===== src/hdl/mac_seq_pkg.sv =====
package mac_seq_pkg;
    // medium timing; the gap figure is a plain default, override per PHY
    localparam int CLK_NS = 10;
    localparam int SIFS_NS = 160;
    localparam int SIFS_CYCLES = (SIFS_NS + CLK_NS - 1) / CLK_NS;
    localparam int GAP_W = 8;
    localparam logic [GAP_W-1:0] GAP_SIFS = GAP_W'(SIFS_CYCLES);
    localparam logic [GAP_W-1:0] GAP_RESET = 8'hFF;

    // frame count limits per sequence
    localparam int CNT_W = 5;
    localparam logic [CNT_W-1:0] BC_MAX = 5'h0A;
    localparam logic [CNT_W-1:0] DIR_MAX = 5'h16;
    localparam logic [CNT_W-1:0] PS_MAX = 5'h15;
    localparam logic [CNT_W-1:0] CF_MGMT_MAX = 5'h0B;
    localparam logic [CNT_W-1:0] CNT_RESET = 5'h00;

    typedef enum logic [3:0] {
        K_DATA = 4'h0,
        K_DATA_POLL = 4'h1,
        K_DATA_POLL_ACK = 4'h2,
        K_DATA_CFACK = 4'h3,
        K_CFACK = 4'h4,
        K_POLL = 4'h5,
        K_POLL_ACK = 4'h6,
        K_NULL = 4'h7,
        K_MGMT = 4'h8,
        K_BEACON = 4'h9,
        K_RTS = 4'hA,
        K_CTS = 4'hB,
        K_ACK = 4'hC,
        K_PSPOLL = 4'hD,
        K_CFEND = 4'hE,
        K_CFEND_ACK = 4'hF
    } frame_kind_t;

    // one frame on the medium, as seen after reception
    typedef struct packed {
        frame_kind_t kind;
        logic addr1_group;
        logic da_group;
        logic cf_dur_nz;
    } frame_t;

    localparam frame_t FRAME_RESET = '{kind: K_ACK, addr1_group: 1'b0, da_group: 1'b0,
                                       cf_dur_nz: 1'b0};
endpackage


===== src/hdl/mac_medium_if.sv =====
`timescale 1ns/10ps
interface mac_medium_if (
    input wire logic ref_clk_in,
    input wire logic rst_n_in
);
    logic coord_valid;
    mac_seq_pkg::frame_t coord_frame;
    logic sta_valid;
    mac_seq_pkg::frame_t sta_frame;

    modport coordinator (
        input ref_clk_in,
        input rst_n_in,
        output coord_valid,
        output coord_frame,
        input sta_valid,
        input sta_frame
    );

    modport station (
        input ref_clk_in,
        input rst_n_in,
        input coord_valid,
        input coord_frame,
        output sta_valid,
        output sta_frame
    );
endinterface


===== src/hdl/mac_coord_end.sv =====
`timescale 1ns/10ps
module mac_coord_end (
    mac_medium_if.coordinator med,
    input wire logic tx_valid_in,
    input wire mac_seq_pkg::frame_t tx_frame_in,
    output logic tx_ready_out,
    input wire logic cf_end_req_in,
    output logic cf_end_ready_out,
    output logic protocol_error_out,
    output logic cf_active_out,
    output logic frame_seen_out
);
    typedef enum logic [3:0] {
        S_IDLE = 4'h0,
        S_CP_RTS = 4'h1,
        S_CP_CTS = 4'h3,
        S_CP_ACKW = 4'h2,
        S_CP_DONE = 4'h6,
        S_CP_BC = 4'h7,
        S_PS_POLL = 4'h5,
        S_PS_END = 4'h4,
        S_CF_IDLE = 4'hC,
        S_CF_BC = 4'hD,
        S_CF_BCM = 4'hF,
        S_CF_CFACK = 4'hE,
        S_CF_POLLD = 4'hA,
        S_CF_REPLY = 4'hB,
        S_CF_POLLN = 4'h9,
        S_CF_ACKW = 4'h8
    } seq_state_t;

    typedef struct packed {
        seq_state_t seq;
        logic [mac_seq_pkg::CNT_W-1:0] cnt;
        logic [mac_seq_pkg::CNT_W-1:0] limit;
        logic [mac_seq_pkg::GAP_W-1:0] gap;
        logic cf_active;
        logic owe_ack;
        logic tx_pend;
        logic end_pend;
        mac_seq_pkg::frame_t pend_frame;
        logic out_valid;
        mac_seq_pkg::frame_t out_frame;
        logic err;
        logic seen;
    } coord_state_t;

    coord_state_t st;
    coord_state_t next_st;
    logic obs_valid;
    mac_seq_pkg::frame_t f;
    logic f_group;
    logic f_data;
    logic f_mgmt;
    logic f_dir_dm;
    logic [mac_seq_pkg::CNT_W-1:0] cnt_inc;

    assign obs_valid = med.coord_valid | med.sta_valid;
    assign f = med.coord_valid ? med.coord_frame : med.sta_frame;
    assign f_data = f.kind == mac_seq_pkg::K_DATA || f.kind == mac_seq_pkg::K_DATA_POLL
        || f.kind == mac_seq_pkg::K_DATA_POLL_ACK || f.kind == mac_seq_pkg::K_DATA_CFACK;
    assign f_mgmt = f.kind == mac_seq_pkg::K_MGMT || f.kind == mac_seq_pkg::K_BEACON;
    // data classes by first address, management by destination address
    assign f_group = f_mgmt ? f.da_group : f.addr1_group;
    assign f_dir_dm = (f_data || f_mgmt) && !f_group;
    assign cnt_inc = st.cnt + 1'b1;

    // start of a free-period sub-sequence; any of them may follow any other
    function automatic seq_state_t cf_start(input mac_seq_pkg::frame_t fr, input logic grp,
                                            input logic isdata, input logic ismgmt);
        seq_state_t s;
        s = S_IDLE;
        if (isdata && grp && fr.kind == mac_seq_pkg::K_DATA) begin
            s = S_CF_BC;
        end else if (ismgmt && grp) begin
            s = S_CF_BCM;
        end else if (fr.kind == mac_seq_pkg::K_CFACK) begin
            s = S_CF_CFACK;
        end else if (!grp && (fr.kind == mac_seq_pkg::K_DATA_POLL
                              || fr.kind == mac_seq_pkg::K_DATA_POLL_ACK)) begin
            s = S_CF_POLLD;
        end else if (fr.kind == mac_seq_pkg::K_POLL || fr.kind == mac_seq_pkg::K_POLL_ACK) begin
            s = S_CF_POLLN;
        end else if (!grp && (fr.kind == mac_seq_pkg::K_DATA
                              || fr.kind == mac_seq_pkg::K_DATA_CFACK)) begin
            s = S_CF_ACKW;
        end else if (fr.kind == mac_seq_pkg::K_CFEND || fr.kind == mac_seq_pkg::K_CFEND_ACK) begin
            s = S_CF_IDLE;
        end
        return s;
    endfunction

    // states where the sequence may legally stop
    function automatic logic may_end(input seq_state_t s);
        return s == S_IDLE || s == S_CP_BC || s == S_CP_DONE || s == S_PS_END
            || s == S_CF_IDLE || s == S_CF_BC || s == S_CF_BCM || s == S_CF_REPLY;
    endfunction

    always_comb begin
        seq_state_t base;
        seq_state_t cs;
        logic bad;
        logic boundary;
        base = S_IDLE;
        cs = S_IDLE;
        bad = 1'b0;
        boundary = 1'b0;
        next_st = st;
        next_st.out_valid = 1'b0;
        next_st.err = 1'b0;
        next_st.seen = obs_valid;
        if (obs_valid) begin
            next_st.gap = '0;
        end else if (st.gap != mac_seq_pkg::GAP_RESET) begin
            next_st.gap = st.gap + 1'b1;
        end
        // user requests; a frame goes no sooner than one gap after the last,
        // and at once when the medium has been idle longer than that
        if (tx_valid_in && !st.tx_pend) begin
            next_st.tx_pend = 1'b1;
            next_st.pend_frame = tx_frame_in;
        end
        if (cf_end_req_in && !st.end_pend && st.cf_active) begin
            next_st.end_pend = 1'b1;
        end
        if (!obs_valid && st.gap >= mac_seq_pkg::GAP_SIFS - 1'b1) begin
            if (st.end_pend) begin
                next_st.end_pend = 1'b0;
                next_st.out_valid = 1'b1;
                next_st.out_frame = mac_seq_pkg::FRAME_RESET;
                next_st.out_frame.kind = st.owe_ack ? mac_seq_pkg::K_CFEND_ACK
                                                    : mac_seq_pkg::K_CFEND;
                next_st.out_frame.addr1_group = 1'b1;
            end else if (st.tx_pend) begin
                next_st.tx_pend = 1'b0;
                next_st.out_valid = 1'b1;
                next_st.out_frame = st.pend_frame;
            end
        end
        // sequence checking over every frame on the medium
        if (obs_valid) begin
            if (med.coord_valid && med.sta_valid) begin
                bad = 1'b1;
            end
            if (st.gap < mac_seq_pkg::GAP_SIFS) begin
                bad = 1'b1;
            end
            boundary = st.gap > mac_seq_pkg::GAP_SIFS;
            if (boundary && !may_end(st.seq)) begin
                bad = 1'b1;
            end
            base = st.seq;
            if (boundary || st.seq == S_PS_END || st.seq == S_CP_DONE && !f_dir_dm) begin
                base = st.cf_active ? S_CF_IDLE : S_IDLE;
            end
            if (st.seq == S_CP_DONE && !boundary && !f_dir_dm) begin
                bad = 1'b1;
            end
            if (st.seq == S_PS_END && !boundary) begin
                bad = 1'b1;
            end
            // broadcast and reply runs fall back to a fresh sub-sequence
            if (st.cf_active && !boundary && (st.seq == S_CF_BC && !(f_data && f_group)
                || st.seq == S_CF_BCM && !(f_mgmt && f_group)
                || st.seq == S_CF_REPLY && f.kind != mac_seq_pkg::K_ACK)) begin
                base = S_CF_IDLE;
            end
            next_st.seq = base;
            next_st.cnt = cnt_inc;
            unique case (base)
                S_IDLE, S_PS_END: begin
                    next_st.cnt = 5'h01;
                    next_st.limit = mac_seq_pkg::DIR_MAX;
                    if (f.kind == mac_seq_pkg::K_BEACON && f.cf_dur_nz) begin
                        next_st.seq = S_CF_IDLE;
                        next_st.cf_active = 1'b1;
                    end else if ((f_data && f.kind == mac_seq_pkg::K_DATA || f_mgmt) && f_group) begin
                        next_st.seq = S_CP_BC;
                        next_st.limit = mac_seq_pkg::BC_MAX;
                    end else if (f_dir_dm && f.kind == mac_seq_pkg::K_DATA
                                 || f_dir_dm && f.kind == mac_seq_pkg::K_MGMT) begin
                        next_st.seq = S_CP_ACKW;
                    end else if (f.kind == mac_seq_pkg::K_RTS) begin
                        next_st.seq = S_CP_RTS;
                    end else if (f.kind == mac_seq_pkg::K_PSPOLL) begin
                        next_st.seq = S_PS_POLL;
                        next_st.limit = mac_seq_pkg::PS_MAX;
                    end else begin
                        bad = 1'b1;
                    end
                end
                S_CP_BC: begin
                    bad = !(f_group && (f_data || f_mgmt)) || cnt_inc > st.limit;
                end
                S_CP_RTS: begin
                    next_st.seq = S_CP_CTS;
                    bad = f.kind != mac_seq_pkg::K_CTS;
                end
                S_CP_CTS, S_CP_DONE: begin
                    next_st.seq = S_CP_ACKW;
                    bad = !f_dir_dm;
                end
                S_CP_ACKW: begin
                    next_st.seq = S_CP_DONE;
                    bad = f.kind != mac_seq_pkg::K_ACK || cnt_inc > st.limit;
                end
                S_PS_POLL: begin
                    next_st.seq = (f.kind == mac_seq_pkg::K_ACK) ? S_PS_END : S_CP_ACKW;
                    bad = f.kind != mac_seq_pkg::K_ACK && !(f_dir_dm && f_data);
                end
                S_CF_IDLE: begin
                    cs = cf_start(f, f_group, f_data, f_mgmt);
                    next_st.seq = cs;
                    next_st.cnt = 5'h01;
                    next_st.limit = (cs == S_CF_BC) ? mac_seq_pkg::BC_MAX
                                                    : mac_seq_pkg::CF_MGMT_MAX;
                    bad = cs == S_IDLE;
                    if (f.kind == mac_seq_pkg::K_CFEND || f.kind == mac_seq_pkg::K_CFEND_ACK) begin
                        next_st.seq = S_IDLE;
                        next_st.cf_active = 1'b0;
                        if ((f.kind == mac_seq_pkg::K_CFEND_ACK) != st.owe_ack) begin
                            bad = 1'b1;
                        end
                    end
                end
                S_CF_BC, S_CF_BCM: begin
                    bad = cnt_inc > st.limit;
                end
                S_CF_CFACK: begin
                    next_st.seq = S_CF_BCM;
                    bad = !(f_mgmt && f_group);
                end
                S_CF_POLLD: begin
                    next_st.seq = (f.kind == mac_seq_pkg::K_DATA_CFACK) ? S_CF_REPLY : S_CF_IDLE;
                    bad = !(f.kind == mac_seq_pkg::K_DATA_CFACK && !f_group
                            || f.kind == mac_seq_pkg::K_CFACK
                            || f.kind == mac_seq_pkg::K_ACK);
                end
                S_CF_REPLY, S_CF_ACKW: begin
                    next_st.seq = S_CF_IDLE;
                    bad = f.kind != mac_seq_pkg::K_ACK;
                end
                S_CF_POLLN: begin
                    next_st.seq = (f.kind == mac_seq_pkg::K_DATA) ? S_CF_REPLY : S_CF_IDLE;
                    bad = !(f.kind == mac_seq_pkg::K_DATA && !f_group
                            || f.kind == mac_seq_pkg::K_NULL);
                end
            endcase
            // the end frame owes an ack when a station's directed data or management frame came last
            next_st.owe_ack = med.sta_valid && f_dir_dm && f.kind != mac_seq_pkg::K_NULL;
            if (bad) begin
                next_st.err = 1'b1;
                next_st.seq = st.cf_active ? S_CF_IDLE : S_IDLE;
                next_st.cnt = mac_seq_pkg::CNT_RESET;
            end
        end
    end

    always_ff @(posedge med.ref_clk_in or negedge med.rst_n_in) begin
        if (!med.rst_n_in) begin
            st <= '{seq: S_IDLE, cnt: mac_seq_pkg::CNT_RESET, limit: mac_seq_pkg::CNT_RESET,
                    gap: mac_seq_pkg::GAP_RESET, cf_active: 1'b0, owe_ack: 1'b0,
                    tx_pend: 1'b0, end_pend: 1'b0, pend_frame: mac_seq_pkg::FRAME_RESET,
                    out_valid: 1'b0, out_frame: mac_seq_pkg::FRAME_RESET, err: 1'b0,
                    seen: 1'b0};
        end else begin
            st <= next_st;
        end
    end

    assign med.coord_valid = st.out_valid;
    assign med.coord_frame = st.out_frame;
    assign tx_ready_out = !st.tx_pend;
    assign cf_end_ready_out = !st.end_pend && st.cf_active;
    assign protocol_error_out = st.err;
    assign cf_active_out = st.cf_active;
    assign frame_seen_out = st.seen;
endmodule


===== src/flat_wrapper.sv =====
// flat-port wrapper written by rule: the top's interface ports become plain ports
module mac_coord_end_flat 
  (tx_valid_in, tx_frame_in, tx_ready_out, cf_end_req_in, cf_end_ready_out, protocol_error_out, cf_active_out, frame_seen_out, ref_clk_in, rst_n_in, med_coord_valid, med_coord_frame, med_sta_valid, med_sta_frame);
  mac_medium_if med_i (.ref_clk_in(ref_clk_in), .rst_n_in(rst_n_in));
  input wire logic tx_valid_in;
  input wire mac_seq_pkg::frame_t tx_frame_in;
  output logic tx_ready_out;
  input wire logic cf_end_req_in;
  output logic cf_end_ready_out;
  output logic protocol_error_out;
  output logic cf_active_out;
  output logic frame_seen_out;
  input wire logic ref_clk_in;
  input wire logic rst_n_in;
  output wire logic [$bits(med_i.coord_valid)-1:0] med_coord_valid;
  output wire logic [$bits(med_i.coord_frame)-1:0] med_coord_frame;
  input wire logic [$bits(med_i.sta_valid)-1:0] med_sta_valid;
  input wire logic [$bits(med_i.sta_frame)-1:0] med_sta_frame;
  assign med_coord_valid = med_i.coord_valid;
  assign med_coord_frame = med_i.coord_frame;
  assign med_i.sta_valid = med_sta_valid;
  assign med_i.sta_frame = med_sta_frame;
  mac_coord_end u_core (.med(med_i), .tx_valid_in(tx_valid_in), .tx_frame_in(tx_frame_in), .tx_ready_out(tx_ready_out), .cf_end_req_in(cf_end_req_in), .cf_end_ready_out(cf_end_ready_out), .protocol_error_out(protocol_error_out), .cf_active_out(cf_active_out), .frame_seen_out(frame_seen_out));
endmodule

===== config.mk =====
export PLATFORM = sky130hd
export DESIGN_NAME = mac_coord_end_flat
export DESIGN_NICKNAME = d
export VERILOG_FILES = /design/src/hdl/mac_seq_pkg.sv /design/src/hdl/mac_medium_if.sv /design/src/hdl/mac_coord_end.sv /design/src/flat_wrapper.sv
export SDC_FILE = /design/constraint.sdc
export NUM_CORES = 1
export LEC_CHECK = 0
export ABC_AREA = 1
export BUFFER_PORTS_ARGS = -buffer_cell sky130_fd_sc_hd__buf_2
export CAP_MARGIN = 20
export CORE_MARGIN = 4
export CORE_UTILIZATION = 65
export DETAILED_ROUTE_END_ITERATION = 7
export GPL_TIMING_DRIVEN = 0
export HOLD_SLACK_MARGIN = 0.02
export MAX_ROUTING_LAYER = met4
export PLACE_DENSITY = 0.87
export SKIP_LAST_GASP = 1
export SLEW_MARGIN = 10
export SYNTH_ARGS = -nofsm -noshare
export SYNTH_HDL_FRONTEND = slang
export SYNTH_SLANG_ARGS = --single-unit

===== constraint.sdc =====
create_clock -name ref_clk_in -period 6.32 [get_ports ref_clk_in]
set_input_delay 1.264 -clock ref_clk_in [delete_from_list [all_inputs] [get_ports ref_clk_in]]
set_output_delay 1.264 -clock ref_clk_in [all_outputs]
set_load 0.01 [all_outputs]

==> run metrics, run 1 <==
clock-pin slew on the worst setup and hold paths=0.07 ns; DRT iter0 DRCs=274; vias in the first global route=2,992; CTS sink count=42; max-cap violations=0; VDD IR max=0.2557 mV; CP peak stage delay=0.33 ns; Slowest cell on crit path=o21ai_1; CTS Hold Bufs=0; post-synthesis xor/xnor area fraction=1.080%; Max Freq=308.3 MHz; initial antenna violation count=0; CTS tree=built; Cells after Synth=446; root buffer cell=clkbuf_8; drc violations=0; clk_lat worst skew=0.30 ns; CP delay by family, top=simple AND/OR/NAND/NOR gates; fin. max-slew vios=0; Wirelength per Cell=13.97 µm; Cell Chain, Critical Path=buf_2 -> inv_1 -> o21ai_1 -> nor2_1 -> nand2_1 -> nand2_1 -> nand2_1 -> inv_1 -> nand2_1 -> nand2_4 -> nand2_1 -> nor2_1 -> nand2_1 -> nand2_1 -> nand2_1 -> nand2_1 -> nor2_1 -> nand2_2 -> nand2_4 -> nand2_1 -> nand2_1 -> nand2_1 -> nand2_1; largest net degree at the start of global routing=43; Clock Skew=0.003480 ns; HPWL after DPL=6.122 mm; Tmin final=3.244 ns; GP Congestion=0.9643; multiplexer share of the synthesized area=2.431%; total grt overflow=0; Via Count=3,099; worst path required time=6.56 ns; synthesized area=3243 µm²; first-pass GRT wire length=13.52 mm; distinct cell type count after synthesis=45; port bufs=31; Synth warnings=0; sequential share of the synthesized area=32.87%; share of cells above drive strength 1=23.92%; GRT Util Overall=28.15%; Post-synth ARST share=100.0%; CP endpoint=u_core.st[42]$_DFFE_PN0N_; crit start category=input port; nets@finish=511; deepest level of the CTS H-tree=2; CP bufs+invs=3; arrival time at the worst endpoint=3.48 ns; Area Growth Syn to Fin=10.15%; post_cts resized=0; number of fill cells=391; number of buffers created by CTS=5; Pwr Density=312.0 nW/µm²; n_diodes=0; largest family of logic cells by synthesized area=simple AND/OR/NAND/NOR gates; final setup TNS=0 ns; Core Box Area=4786 µm²; most frequent CP cell=nand2_1; Horiz. Die Dim=78.64 µm; reg2reg end=u_core.st[42]$_DFFE_PN0N_; Compound-Gate Fraction of Synth Area=11.23%; endpoints failing setup=0; Non-Filler Instances=552; postcts setup bufs=0; worst flop-to-flop path startpoint=u_core.st[34]$_DFFE_PN0N_; status=completed; Slew headroom=40.73%; Critical Path Source=med_sta_frame[4]; synthesized area per cell=7.272 µm²; Final period util=51.33%; RSZ-0062 raised after global routing=false; Post-DRT Antenna Nets=0; Inst Count DP=544; Crit Path Max Fanout=9; Worst Hold Class=register to register; clock buffer depth=2; routed wire length=7.709 mm; Worst Setup End Kind=register; Post-Synth Simple-Gate Area=38.35%; num rows=25; Setup Crit Path Kind=input port to register; final hold vios=0; DR pass1 iterations=5; r2r setup slk=3.46 ns; starting density of the core=67.76%; Synth Flop Type=dfrtp_1; Ports=32; Die Y=78.64 µm; leakage power=1.795 nW; FF-to-FF path depth=21; syn nets=473; Post-synth EDFFs=0; register bit total from synthesis=42; Slew @ Worst Pin=0.8890 ns; Synth Area in Adders=3.086%; critical path depth=23; drt via density=5.614; die area=6183 µm²
==> metrics by stage <==
step                cell area [µm²]  hold slack, ns  setup WS (ns)  total power (W)  utilization [%]
floorplan                      3243          0.4476          3.282        0.0007993                -
global placement               3482          0.4650          2.821        0.0009149            72.76
detailed placement             3482          0.4704          2.780        0.0009330            72.76
CTS                            3572          0.4837          3.090         0.001112            74.64
global route                   3572          0.5340          2.695         0.001209            74.64
finish                         3572          0.4869          3.076         0.001114            74.64
==> synthesized netlist by cell type (2+ instances only) <==
| library cell | n | area [µm²] |
|---|---|---|
| a211oi_1 | 2 | 15.01 |
| buf_4 | 7 | 52.55 |
| nor2_8 | 2 | 40.04 |
| mux2_2 | 7 | 78.83 |
| nand3_4 | 2 | 35.03 |
| dfstp_2 | 12 | 315.3 |
| nor2_4 | 3 | 33.78 |
| nand2_1 | 109 | 409.1 |
| nand2_2 | 9 | 56.30 |
| nor2_2 | 4 | 25.02 |
| nand3_1 | 25 | 125.1 |
| nand4_1 | 11 | 68.82 |
| xnor2_1 | 2 | 17.52 |
| a31oi_1 | 3 | 18.77 |
| inv_2 | 10 | 37.54 |
| a21oi_1 | 18 | 90.09 |
| nor4_1 | 2 | 12.51 |
| clkinv_1 | 2 | 7.510 |
| nor3_1 | 19 | 95.09 |
| o21ai_1 | 8 | 40.04 |
| dfrtp_1 | 30 | 750.7 |
| ha_1 | 8 | 100.1 |
| o211ai_1 | 3 | 22.52 |
| nand3_2 | 5 | 50.05 |
| nand2_4 | 10 | 112.6 |
| xor2_1 | 2 | 17.52 |
| o21ai_0 | 15 | 75.07 |
| nor2_1 | 41 | 153.9 |
| inv_1 | 54 | 202.7 |
| o22ai_1 | 5 | 31.28 |
| buf_6 | 2 | 22.52 |
==> how the worst min path moves through the flow <==
stage,from,endpoint,slack (ns),cells after the start
global route,u_core.st[38]$_DFFE_PN0N_,u_core.st[38]$_DFFE_PN0N_,0.53,2
global placement,u_core.st[11]$_DFFE_PN0P_,u_core.med.coord_frame[1]$_DFFE_PN0P_,0.46,2
CTS,u_core.st[10]$_DFFE_PN0P_,u_core.med.coord_frame[0]$_DFFE_PN0P_,0.48,2
floorplan,u_core.st[10]$_DFFE_PN0P_,u_core.med.coord_frame[0]$_DFFE_PN0P_,0.45,2
detailed placement,u_core.st[10]$_DFFE_PN0P_,u_core.med.coord_frame[0]$_DFFE_PN0P_,0.47,2
finish,u_core.st[10]$_DFFE_PN0P_,u_core.med.coord_frame[0]$_DFFE_PN0P_,0.49,2
==> worst reg2reg max path, delay by kind of cell (launching register included) <==
family,cells,cell delay (ns)
adder cells (fa/ha/maj),2,0.52
AND/OR/NAND/NOR,15,1.16
flip-flops,1,0.41
XOR/XNOR,1,0.17
buffers and inverters,2,0.14
AO/OA/AOI/OAI,1,0.35
==> placed cells by master (no fill, tap or decap), types with 2 or more instances in the layout <==
cell type / Yosys / routed
a211oi_1: 2 / 2
a21oi_1: 18 / 18
a31oi_1: 3 / 3
buf_2: 1 / 32
buf_4: 7 / 7
buf_6: 2 / 2
clkbuf_1: 1 / 3
clkbuf_8: 0 / 6
clkinv_1: 2 / 2
dfrtp_1: 30 / 30
dfstp_2: 12 / 12
ha_1: 8 / 8
inv_1: 54 / 54
inv_2: 10 / 10
mux2_2: 7 / 7
nand2_1: 109 / 109
nand2_2: 9 / 9
nand2_4: 10 / 10
nand3_1: 25 / 25
nand3_2: 5 / 5
nand3_4: 2 / 2
nand4_1: 11 / 11
nor2_1: 41 / 41
nor2_2: 4 / 4
nor2_4: 3 / 3
nor2_8: 2 / 2
nor3_1: 19 / 19
nor4_1: 2 / 2
o211ai_1: 3 / 3
o21ai_0: 15 / 15
o21ai_1: 8 / 8
o22ai_1: 5 / 5
xnor2_1: 2 / 2
xor2_1: 2 / 2
==> sequential cells by signal (all words and copies together) (netlist names) <==
register,flops
u_core.st,31
u_core.med.coord_valid,1
u_core.frame_seen_out,1
u_core.cf_active_out,1
u_core.med.coord_frame,7
u_core.protocol_error_out,1
==> routing by layer <==
metal  routed length, µm  up-vias  global-route usage [%]
met4                 229        0                   11.19
li1                    -     1538                       -
met2                3799       83                   46.69
met5                   0        -                       -
met3                 292       25                   3.440
met1                3387     1453                   35.07
==> area by class of cell <==
| type | instances | area (µm²) | area share, % |
|---|---|---|---|
| tap | 67 | 83.83 | 2.347 |
| multi-input combinational | 325 | 1822 | 51.00 |
| timing repair buffer | 31 | 155.1 | 4.343 |
| inverter | 67 | 256.5 | 7.180 |
| sequential | 42 | 1066 | 29.84 |
| clock buffer | 8 | 90.09 | 2.522 |
| buffer | 12 | 98.84 | 2.767 |
==> logic make-up (layout without fill, tap and decap cells) <==
logic type	Yosys count	in the layout
compound gates	62	62
xor+xnor	4	4
fa+ha+maj	8	8
buf+inv	79	118
flops	42	42
mux	7	7
simple gates	244	244
==> where the power goes <==
group / leakage [nW] / total (W) / internal, W / switching (W)
Sequential: 0.494 / 0.000349 / 0.000313 / 0.0000364
Clock: 0.0455 / 0.000176 / 0.0000890 / 0.0000866
Combinational: 1.26 / 0.000590 / 0.000194 / 0.000396
Total: 1.79 / 0.00111 / 0.000596 / 0.000519
(Power assumes the default switching activity.)
==> inputs of run 2 (changes only) <==
--- a/config.mk
+++ b/config.mk
@@ -5,16 +5,16 @@
 export SDC_FILE = /design/constraint.sdc
 export NUM_CORES = 1
 export LEC_CHECK = 0
-export ABC_AREA = 1
+export ABC_AREA = 0
 export BUFFER_PORTS_ARGS = -buffer_cell sky130_fd_sc_hd__buf_2
 export CAP_MARGIN = 20
 export CORE_MARGIN = 4
-export CORE_UTILIZATION = 65
+export CORE_UTILIZATION = 60
 export DETAILED_ROUTE_END_ITERATION = 7
 export GPL_TIMING_DRIVEN = 0
 export HOLD_SLACK_MARGIN = 0.02
 export MAX_ROUTING_LAYER = met4
-export PLACE_DENSITY = 0.87
+export PLACE_DENSITY = 0.81
 export SKIP_LAST_GASP = 1
 export SLEW_MARGIN = 10
 export SYNTH_ARGS = -nofsm -noshare
==> constraint.sdc (replaced) <==
create_clock -name ref_clk_in -period 3.08 [get_ports ref_clk_in]
set_input_delay 0.616 -clock ref_clk_in [delete_from_list [all_inputs] [get_ports ref_clk_in]]
set_output_delay 0.616 -clock ref_clk_in [all_outputs]
set_load 0.01 [all_outputs]
==> run 2 against run 1 <==
Compared with the run above:
- sequential share of layout area fell by 3.4 points
- wire length increased by 24%
- largest cell class unchanged
- the flow now finishes with violations (setup timing)
- sequential power is 120% higher
==> run metrics, run 2 <==
endpoints failing setup=12; Biggest register=u_core.st; Setup Crit Path Kind=register to register; drt via density=6.662; Synth Flop Type=dfrtp_1; GP Congestion=0.9723; clock-pin slew on the worst setup and hold paths=0.09 ns; first-pass GRT wire length=15.11 mm; Pwr Total=0.002822 W; Ports=32; Worst Setup End Kind=register; Slew headroom=40.06%; num rows=26; synthesized area=3284 µm²; Wirelength per Cell=18.61 µm; vias in the first global route=3,173; Horiz. Die Dim=81.99 µm; Slew @ Worst Pin=0.8991 ns; Storage cell area=1067 µm²; n_diodes=0; Synth top area share=22.86%; Final period util=108.0%; distinct cell type count after synthesis=77; CTS sink count=42; clk_lat worst skew=0.30 ns; syn nets=415; final hold vios=0; share of cells above drive strength 1=32.58%; Synth warnings=0; most common cell after layout, fill and taps aside=nand2_1; leakage power=1.670 nW; arrival time at the worst endpoint=3.53 ns; Pwr Density=699.7 nW/µm²; FF-to-FF path depth=12; Tmin final=3.328 ns; total grt overflow=0; worst flop-to-flop path startpoint=u_core.st[34]$_DFFE_PN0N_; deepest level of the CTS H-tree=2; DRT iter0 DRCs=345; number of fill cells=350; worst path required time=3.28 ns; largest net degree at the start of global routing=43; routed wire length=9.528 mm; r2r setup slk=-0.25 ns; Post-DRT Antenna Nets=0; starting density of the core=63.10%; number of buffers created by CTS=5; top post-synthesis cells by count=nand2_1 (42), dfrtp_1 (30), nor2_1 (27), o21ai_0 (27), nor3_1 (22); GRT Util Overall=29.80%; Max Freq=300.5 MHz; HPWL after DPL=6.556 mm; crit start category=register; port bufs=31; Clock Skew=0.01087 ns; Area Growth Syn to Fin=22.78%; DR pass1 iterations=5; sequential share of the synthesized area=32.46%; most frequent cells in the layout=nand2_1 (41), buf_2 (32), dfrtp_1 (29); Critical Path Source=u_core.st[34]$_DFFE_PN0N_; Post-synth EDFFs=0; register bit total from synthesis=42; Crit Path Max Fanout=5; die area=6722 µm²; Layout Utilization=77.48%; fin. max-slew vios=0; RSZ-0062 raised after global routing=true; multi-input logic area=2327 µm²; reg2reg end=u_core.st[42]$_DFFE_PN0N_; root buffer cell=clkbuf_8; Final WS setup=-0.2479 ns; failing checks=setup timing; Core Box Area=5205 µm²; synthesized area per cell=8.465 µm²; Largest register FFs=31; status=complete, but fails checks; VDD IR max=0.3789 mV; nets@finish=468; drc violations=0; max-cap violations=0; CP endpoint=u_core.st[42]$_DFFE_PN0N_; synth top area cells=dfrtp_1 (23%), dfstp_2 (9.6%), nand2_1 (4.8%); Worst Hold Class=input port to asynchronous set/reset pin; Cells after Synth=388; Die Y=81.99 µm; dominant cell type by area after synthesis=dfrtp_1; Post-synth ARST share=100.0%; final setup TNS=-1.351 ns; count leader, synth=nand2_1; post-placement worst setup slack=-0.7523 ns; Via Count=3,411; clock buffer depth=2; CTS tree=built; initial antenna violation count=0
==> run 2: cell types whose count changed in the layout (fill, tap and decap cells not counted), moves of 10 or more <==
| cell | previous run | this run |
|---|---|---|
| nand2_4 | 10 | 0 |
| buf_4 | 7 | 24 |
| nand2_1 | 109 | 41 |
| inv_1 | 54 | 13 |
| inv_2 | 10 | 0 |
| nor2_1 | 41 | 27 |
==> run 2: cell families after synthesis <==
| kind of cell | Yosys count | synth area share (%) |
|---|---|---|
| simple gates | 168 | 27.81 |
| compound gates | 112 | 24.88 |
| flops | 42 | 32.46 |
| buf+inv | 37 | 5.295 |
| mux | 15 | 4.914 |
| fa+ha+maj | 8 | 3.048 |
| xor+xnor | 6 | 1.600 |
==> run 2: worst max-delay path, cell delays in order (launching register included) <==
cell and delay (ns):
dfrtp_2 0.47, ha_4 0.20, xor2_1 0.14, ha_1 0.31, nand4_1 0.11, mux2i_2 0.19, a21oi_2 0.09, o311ai_2 0.28
o211ai_1 0.14, or4_4 0.57, o22ai_4 0.12, or4b_4 0.48, o221a_4 0.12
==> run 2: power breakdown <==
group / internal [W] / leakage [nW] / switching (W)
clock network: 0.000162 / 0.0408 / 0.000209
logic: 0.000727 / 1.14 / 0.000959
registers: 0.000661 / 0.489 / 0.000104
total: 0.00155 / 1.67 / 0.00127
==> run 2: worst min-delay path by stage <==
stage                                    from  slack [ns]  depth (start not counted)                                     to
global route                         rst_n_in        0.48                          1  u_core.med.coord_frame[2]$_DFFE_PN0P_
CTS                                  rst_n_in        0.46                          1              u_core.st[12]$_DFFE_PN0P_
floorplan                            rst_n_in        0.32                          0       u_core.cf_active_out$_DFFE_PN0P_
finish                               rst_n_in        0.44                          1  u_core.med.coord_frame[2]$_DFFE_PN0P_
global placement    u_core.st[31]$_DFFE_PN0P_        0.46                          1              u_core.st[31]$_DFFE_PN0P_
detailed placement  u_core.st[31]$_DFFE_PN0P_        0.48                          1              u_core.st[31]$_DFFE_PN0P_
==> run 2: final cells by class <==
| type | instances | area share, % |
|---|---|---|
| Buffer | 21 | 2.948 |
| Inverter | 14 | 1.303 |
| Sequential cell | 42 | 26.47 |
| Multi-Input combinational cell | 309 | 57.71 |
| Tap cell | 70 | 2.172 |
| Clock inverter | 3 | 0.5895 |
| Timing Repair Buffer | 48 | 7.105 |
| Clock buffer | 5 | 1.706 |
==> run 2: routing by layer <==
layer / global-route usage [%] / wire length, µm / share of wire (%)
met5: - / 0 / 0
met4: 10.80 / 367 / 3.9
met3: 6.140 / 779 / 8.2
met2: 46.61 / 4479 / 47
met1: 38.25 / 3901 / 41
==> run 2: through the flow <==
step | area (µm²) | std cells | hold slack [ns]
2_1_floorplan | 3294 | 388 | 0.3204
3_3_place_gp | 3537 | 489 | 0.4619
3_5_place_dp | 3537 | 489 | 0.4783
4_1_cts | 3846 | 508 | 0.4601
5_1_grt | 4033 | 512 | 0.4834
6_report | 4033 | 512 | 0.4377
==> run 2: what timing repair did <==
item / CTS / global route
setup endpoints to repair: 11 / 14
pin swaps: 17 / 15
buffers inserted: 13 / 4
hold buffers: 0 / 0
resized for setup: 33 / 28
==> inputs of run 3 (changes only) <==
--- a/config.mk
+++ b/config.mk
@@ -5,7 +5,6 @@
 export SDC_FILE = /design/constraint.sdc
 export NUM_CORES = 1
 export LEC_CHECK = 0
-export ABC_AREA = 0
 export BUFFER_PORTS_ARGS = -buffer_cell sky130_fd_sc_hd__buf_2
 export CAP_MARGIN = 20
 export CORE_MARGIN = 4
@@ -14,7 +13,7 @@
 export GPL_TIMING_DRIVEN = 0
 export HOLD_SLACK_MARGIN = 0.02
 export MAX_ROUTING_LAYER = met4
-export PLACE_DENSITY = 0.81
+export PLACE_DENSITY = 0.77
 export SKIP_LAST_GASP = 1
 export SLEW_MARGIN = 10
 export SYNTH_ARGS = -nofsm -noshare
==> run 3 against run 2 <==
Compared with the run above:
- the run still ends with setup timing left
- sequential share of layout area grew 0.79 points
- utilization fell by 2.2 points
- clock-buffer cell count rose by 1
- critical path depth shrank 2
- design area decreased by 2.9%
- largest cell class unchanged
==> run metrics, run 3 (synthesis gave the netlist of run 2 again) <==
vias in the first global route=3,233; GP Congestion=0.9846; Biggest register=u_core.st; Wirelength per Cell=18.20 µm; final hold vios=0; routed wire length=9.302 mm; n_diodes=0; arrival time at the worst endpoint=3.53 ns; r2r setup slk=-0.26 ns; VDD IR max=0.4159 mV; Ports=32; DRT iter0 DRCs=300; Pwr Density=689.0 nW/µm²; Setup Crit Path Kind=register to register; drt via density=6.609; nets@finish=467; fin. max-slew vios=0; failing checks=setup timing; initial antenna violation count=0; clock-pin slew on the worst setup and hold paths=0.09 ns; Comb pwr share=58.6%; clock share of power=13.3%; status=complete, but fails checks; Fin Hold WS=0.4372 ns; Via Count=3,377; Worst Hold Class=input port to asynchronous set/reset pin; most frequent cells in the layout=nand2_1 (42), buf_2 (31), dfrtp_1 (29); Largest register FFs=31; Tmin final=3.338 ns; GRT Util Overall=29.89%; share of cells above drive strength 1=30.16%; num rows=26; Sequential Power Share=28.1%; Cell Int Power=0.001489 W; worst flop-to-flop path startpoint=u_core.med.coord_frame[6]$_DFFE_PN1P_; crit start category=register; Crit Path Max Fanout=10; deepest level of the CTS H-tree=2; leakage power=1.649 nW; HPWL after DPL=6.650 mm; Area Growth Syn to Fin=19.24%; total grt overflow=0; DR pass1 iterations=5; Layout Utilization=75.24%; post-placement worst setup slack=-0.7677 ns; most common cell after layout, fill and taps aside=nand2_1; largest net degree at the start of global routing=43; CTS sink count=42; number of fill cells=399; worst path required time=3.27 ns; first-pass GRT wire length=15.14 mm; Post-DRT Antenna Nets=0; Die Y=81.99 µm; Clock Skew=0.01726 ns; Worst Setup End Kind=register; FF-to-FF path depth=10; drc violations=0; Slew headroom=38.24%; CTS tree=built; sw frac=44.80%; Horiz. Die Dim=81.99 µm; starting density of the core=63.10%; root buffer cell=clkbuf_8; Final WS setup=-0.2583 ns; Pwr Total=0.002698 W; clk_lat worst skew=0.30 ns; endpoints failing setup=7; Non-Filler Instances=511; number of buffers created by CTS=5; Slew @ Worst Pin=0.9265 ns; Max Freq=299.6 MHz; clock buffer depth=2; Core Box Area=5205 µm²; Inst Count DP=489; CTS Hold Bufs=0; RSZ-0062 raised after global routing=true; port bufs=31; die area=6722 µm²; Psw=0.001209 W; Final period util=108.4%; max-cap violations=0; reg2reg end=u_core.st[42]$_DFFE_PN0N_
-- run 3: what timing repair did --
item,in CTS,in global routing
gates resized for setup,32,14
setup buffers,10,6
setup endpoints to repair,11,13
pin swaps,9,11
-- run 3: power by group through the flow --
stage	registers (W)	logic [W]	clock network, W
floorplan	0.000740	0.000952	0
global placement	0.000758	0.00126	0
global route	0.000772	0.00169	0.000391
finish	0.000759	0.00158	0.000358
CTS	0.000750	0.00147	0.000366
detailed placement	0.000763	0.00126	0
-- run 3: cell type report --
class                   count  area [µm²]  area share (%)
multi-input cells         309        2226           56.84
inverters                  14       52.55           1.342
well taps                  70       87.58           2.236
clock inverters             2       13.76          0.3514
flip-flops and latches     42        1067           27.25
plain buffers              21       121.4           3.099
repair buffers             47       275.3           7.029
clock buffers               6       72.57           1.853
-- run 3: worst max-delay path by stage --
stage                                     startpoint                   endpoint  slack (ns)  cells past startpoint
2_1_floorplan                       med_sta_frame[5]  u_core.st[42]$_DFFE_PN0N_       -0.21                      9
3_3_place_gp                        med_sta_frame[4]  u_core.st[42]$_DFFE_PN0N_       -0.79                     11
3_5_place_dp                        med_sta_frame[4]  u_core.st[42]$_DFFE_PN0N_       -0.77                     11
4_1_cts             u_core.med.coord_valid$_DFF_PN0_  u_core.st[42]$_DFFE_PN0N_       -0.22                     10
5_1_grt             u_core.med.coord_valid$_DFF_PN0_  u_core.st[42]$_DFFE_PN0N_       -0.36                     10
6_report       u_core.med.coord_frame[6]$_DFFE_PN1P_  u_core.st[42]$_DFFE_PN0N_       -0.26                     10
-- run 3: stage by stage --
| stage | area [µm²] | TNS, ns |
|---|---|---|
| 2_1_floorplan | 3294 | -0.2110 |
| 3_3_place_gp | 3537 | -4.659 |
| 3_5_place_dp | 3537 | -4.576 |
| 4_1_cts | 3827 | -0.6370 |
| 5_1_grt | 3916 | -1.593 |
| 6_report | 3916 | -0.7143 |
-- run 3: per-layer routing --
metal	vias to the layer above	wire length [µm]	GRT usage [%]
met5	-	0	-
met4	0	308	12.29
met3	33	736	4.605
met2	193	4464	48.55
met1	1597	3792	37.17
li1	1554	-	-
-- run 3: critical path, cell delays in order (launching register included) --
cell and delay [ns]:
dfstp_2 0.57, or4bb_4 0.58, a21boi_4 0.27, o31ai_1 0.12, o21ai_1 0.26, buf_4 0.28, nor3_4 0.08, a32o_1 0.31
o22ai_4 0.15, or4b_4 0.47, o221a_2 0.13
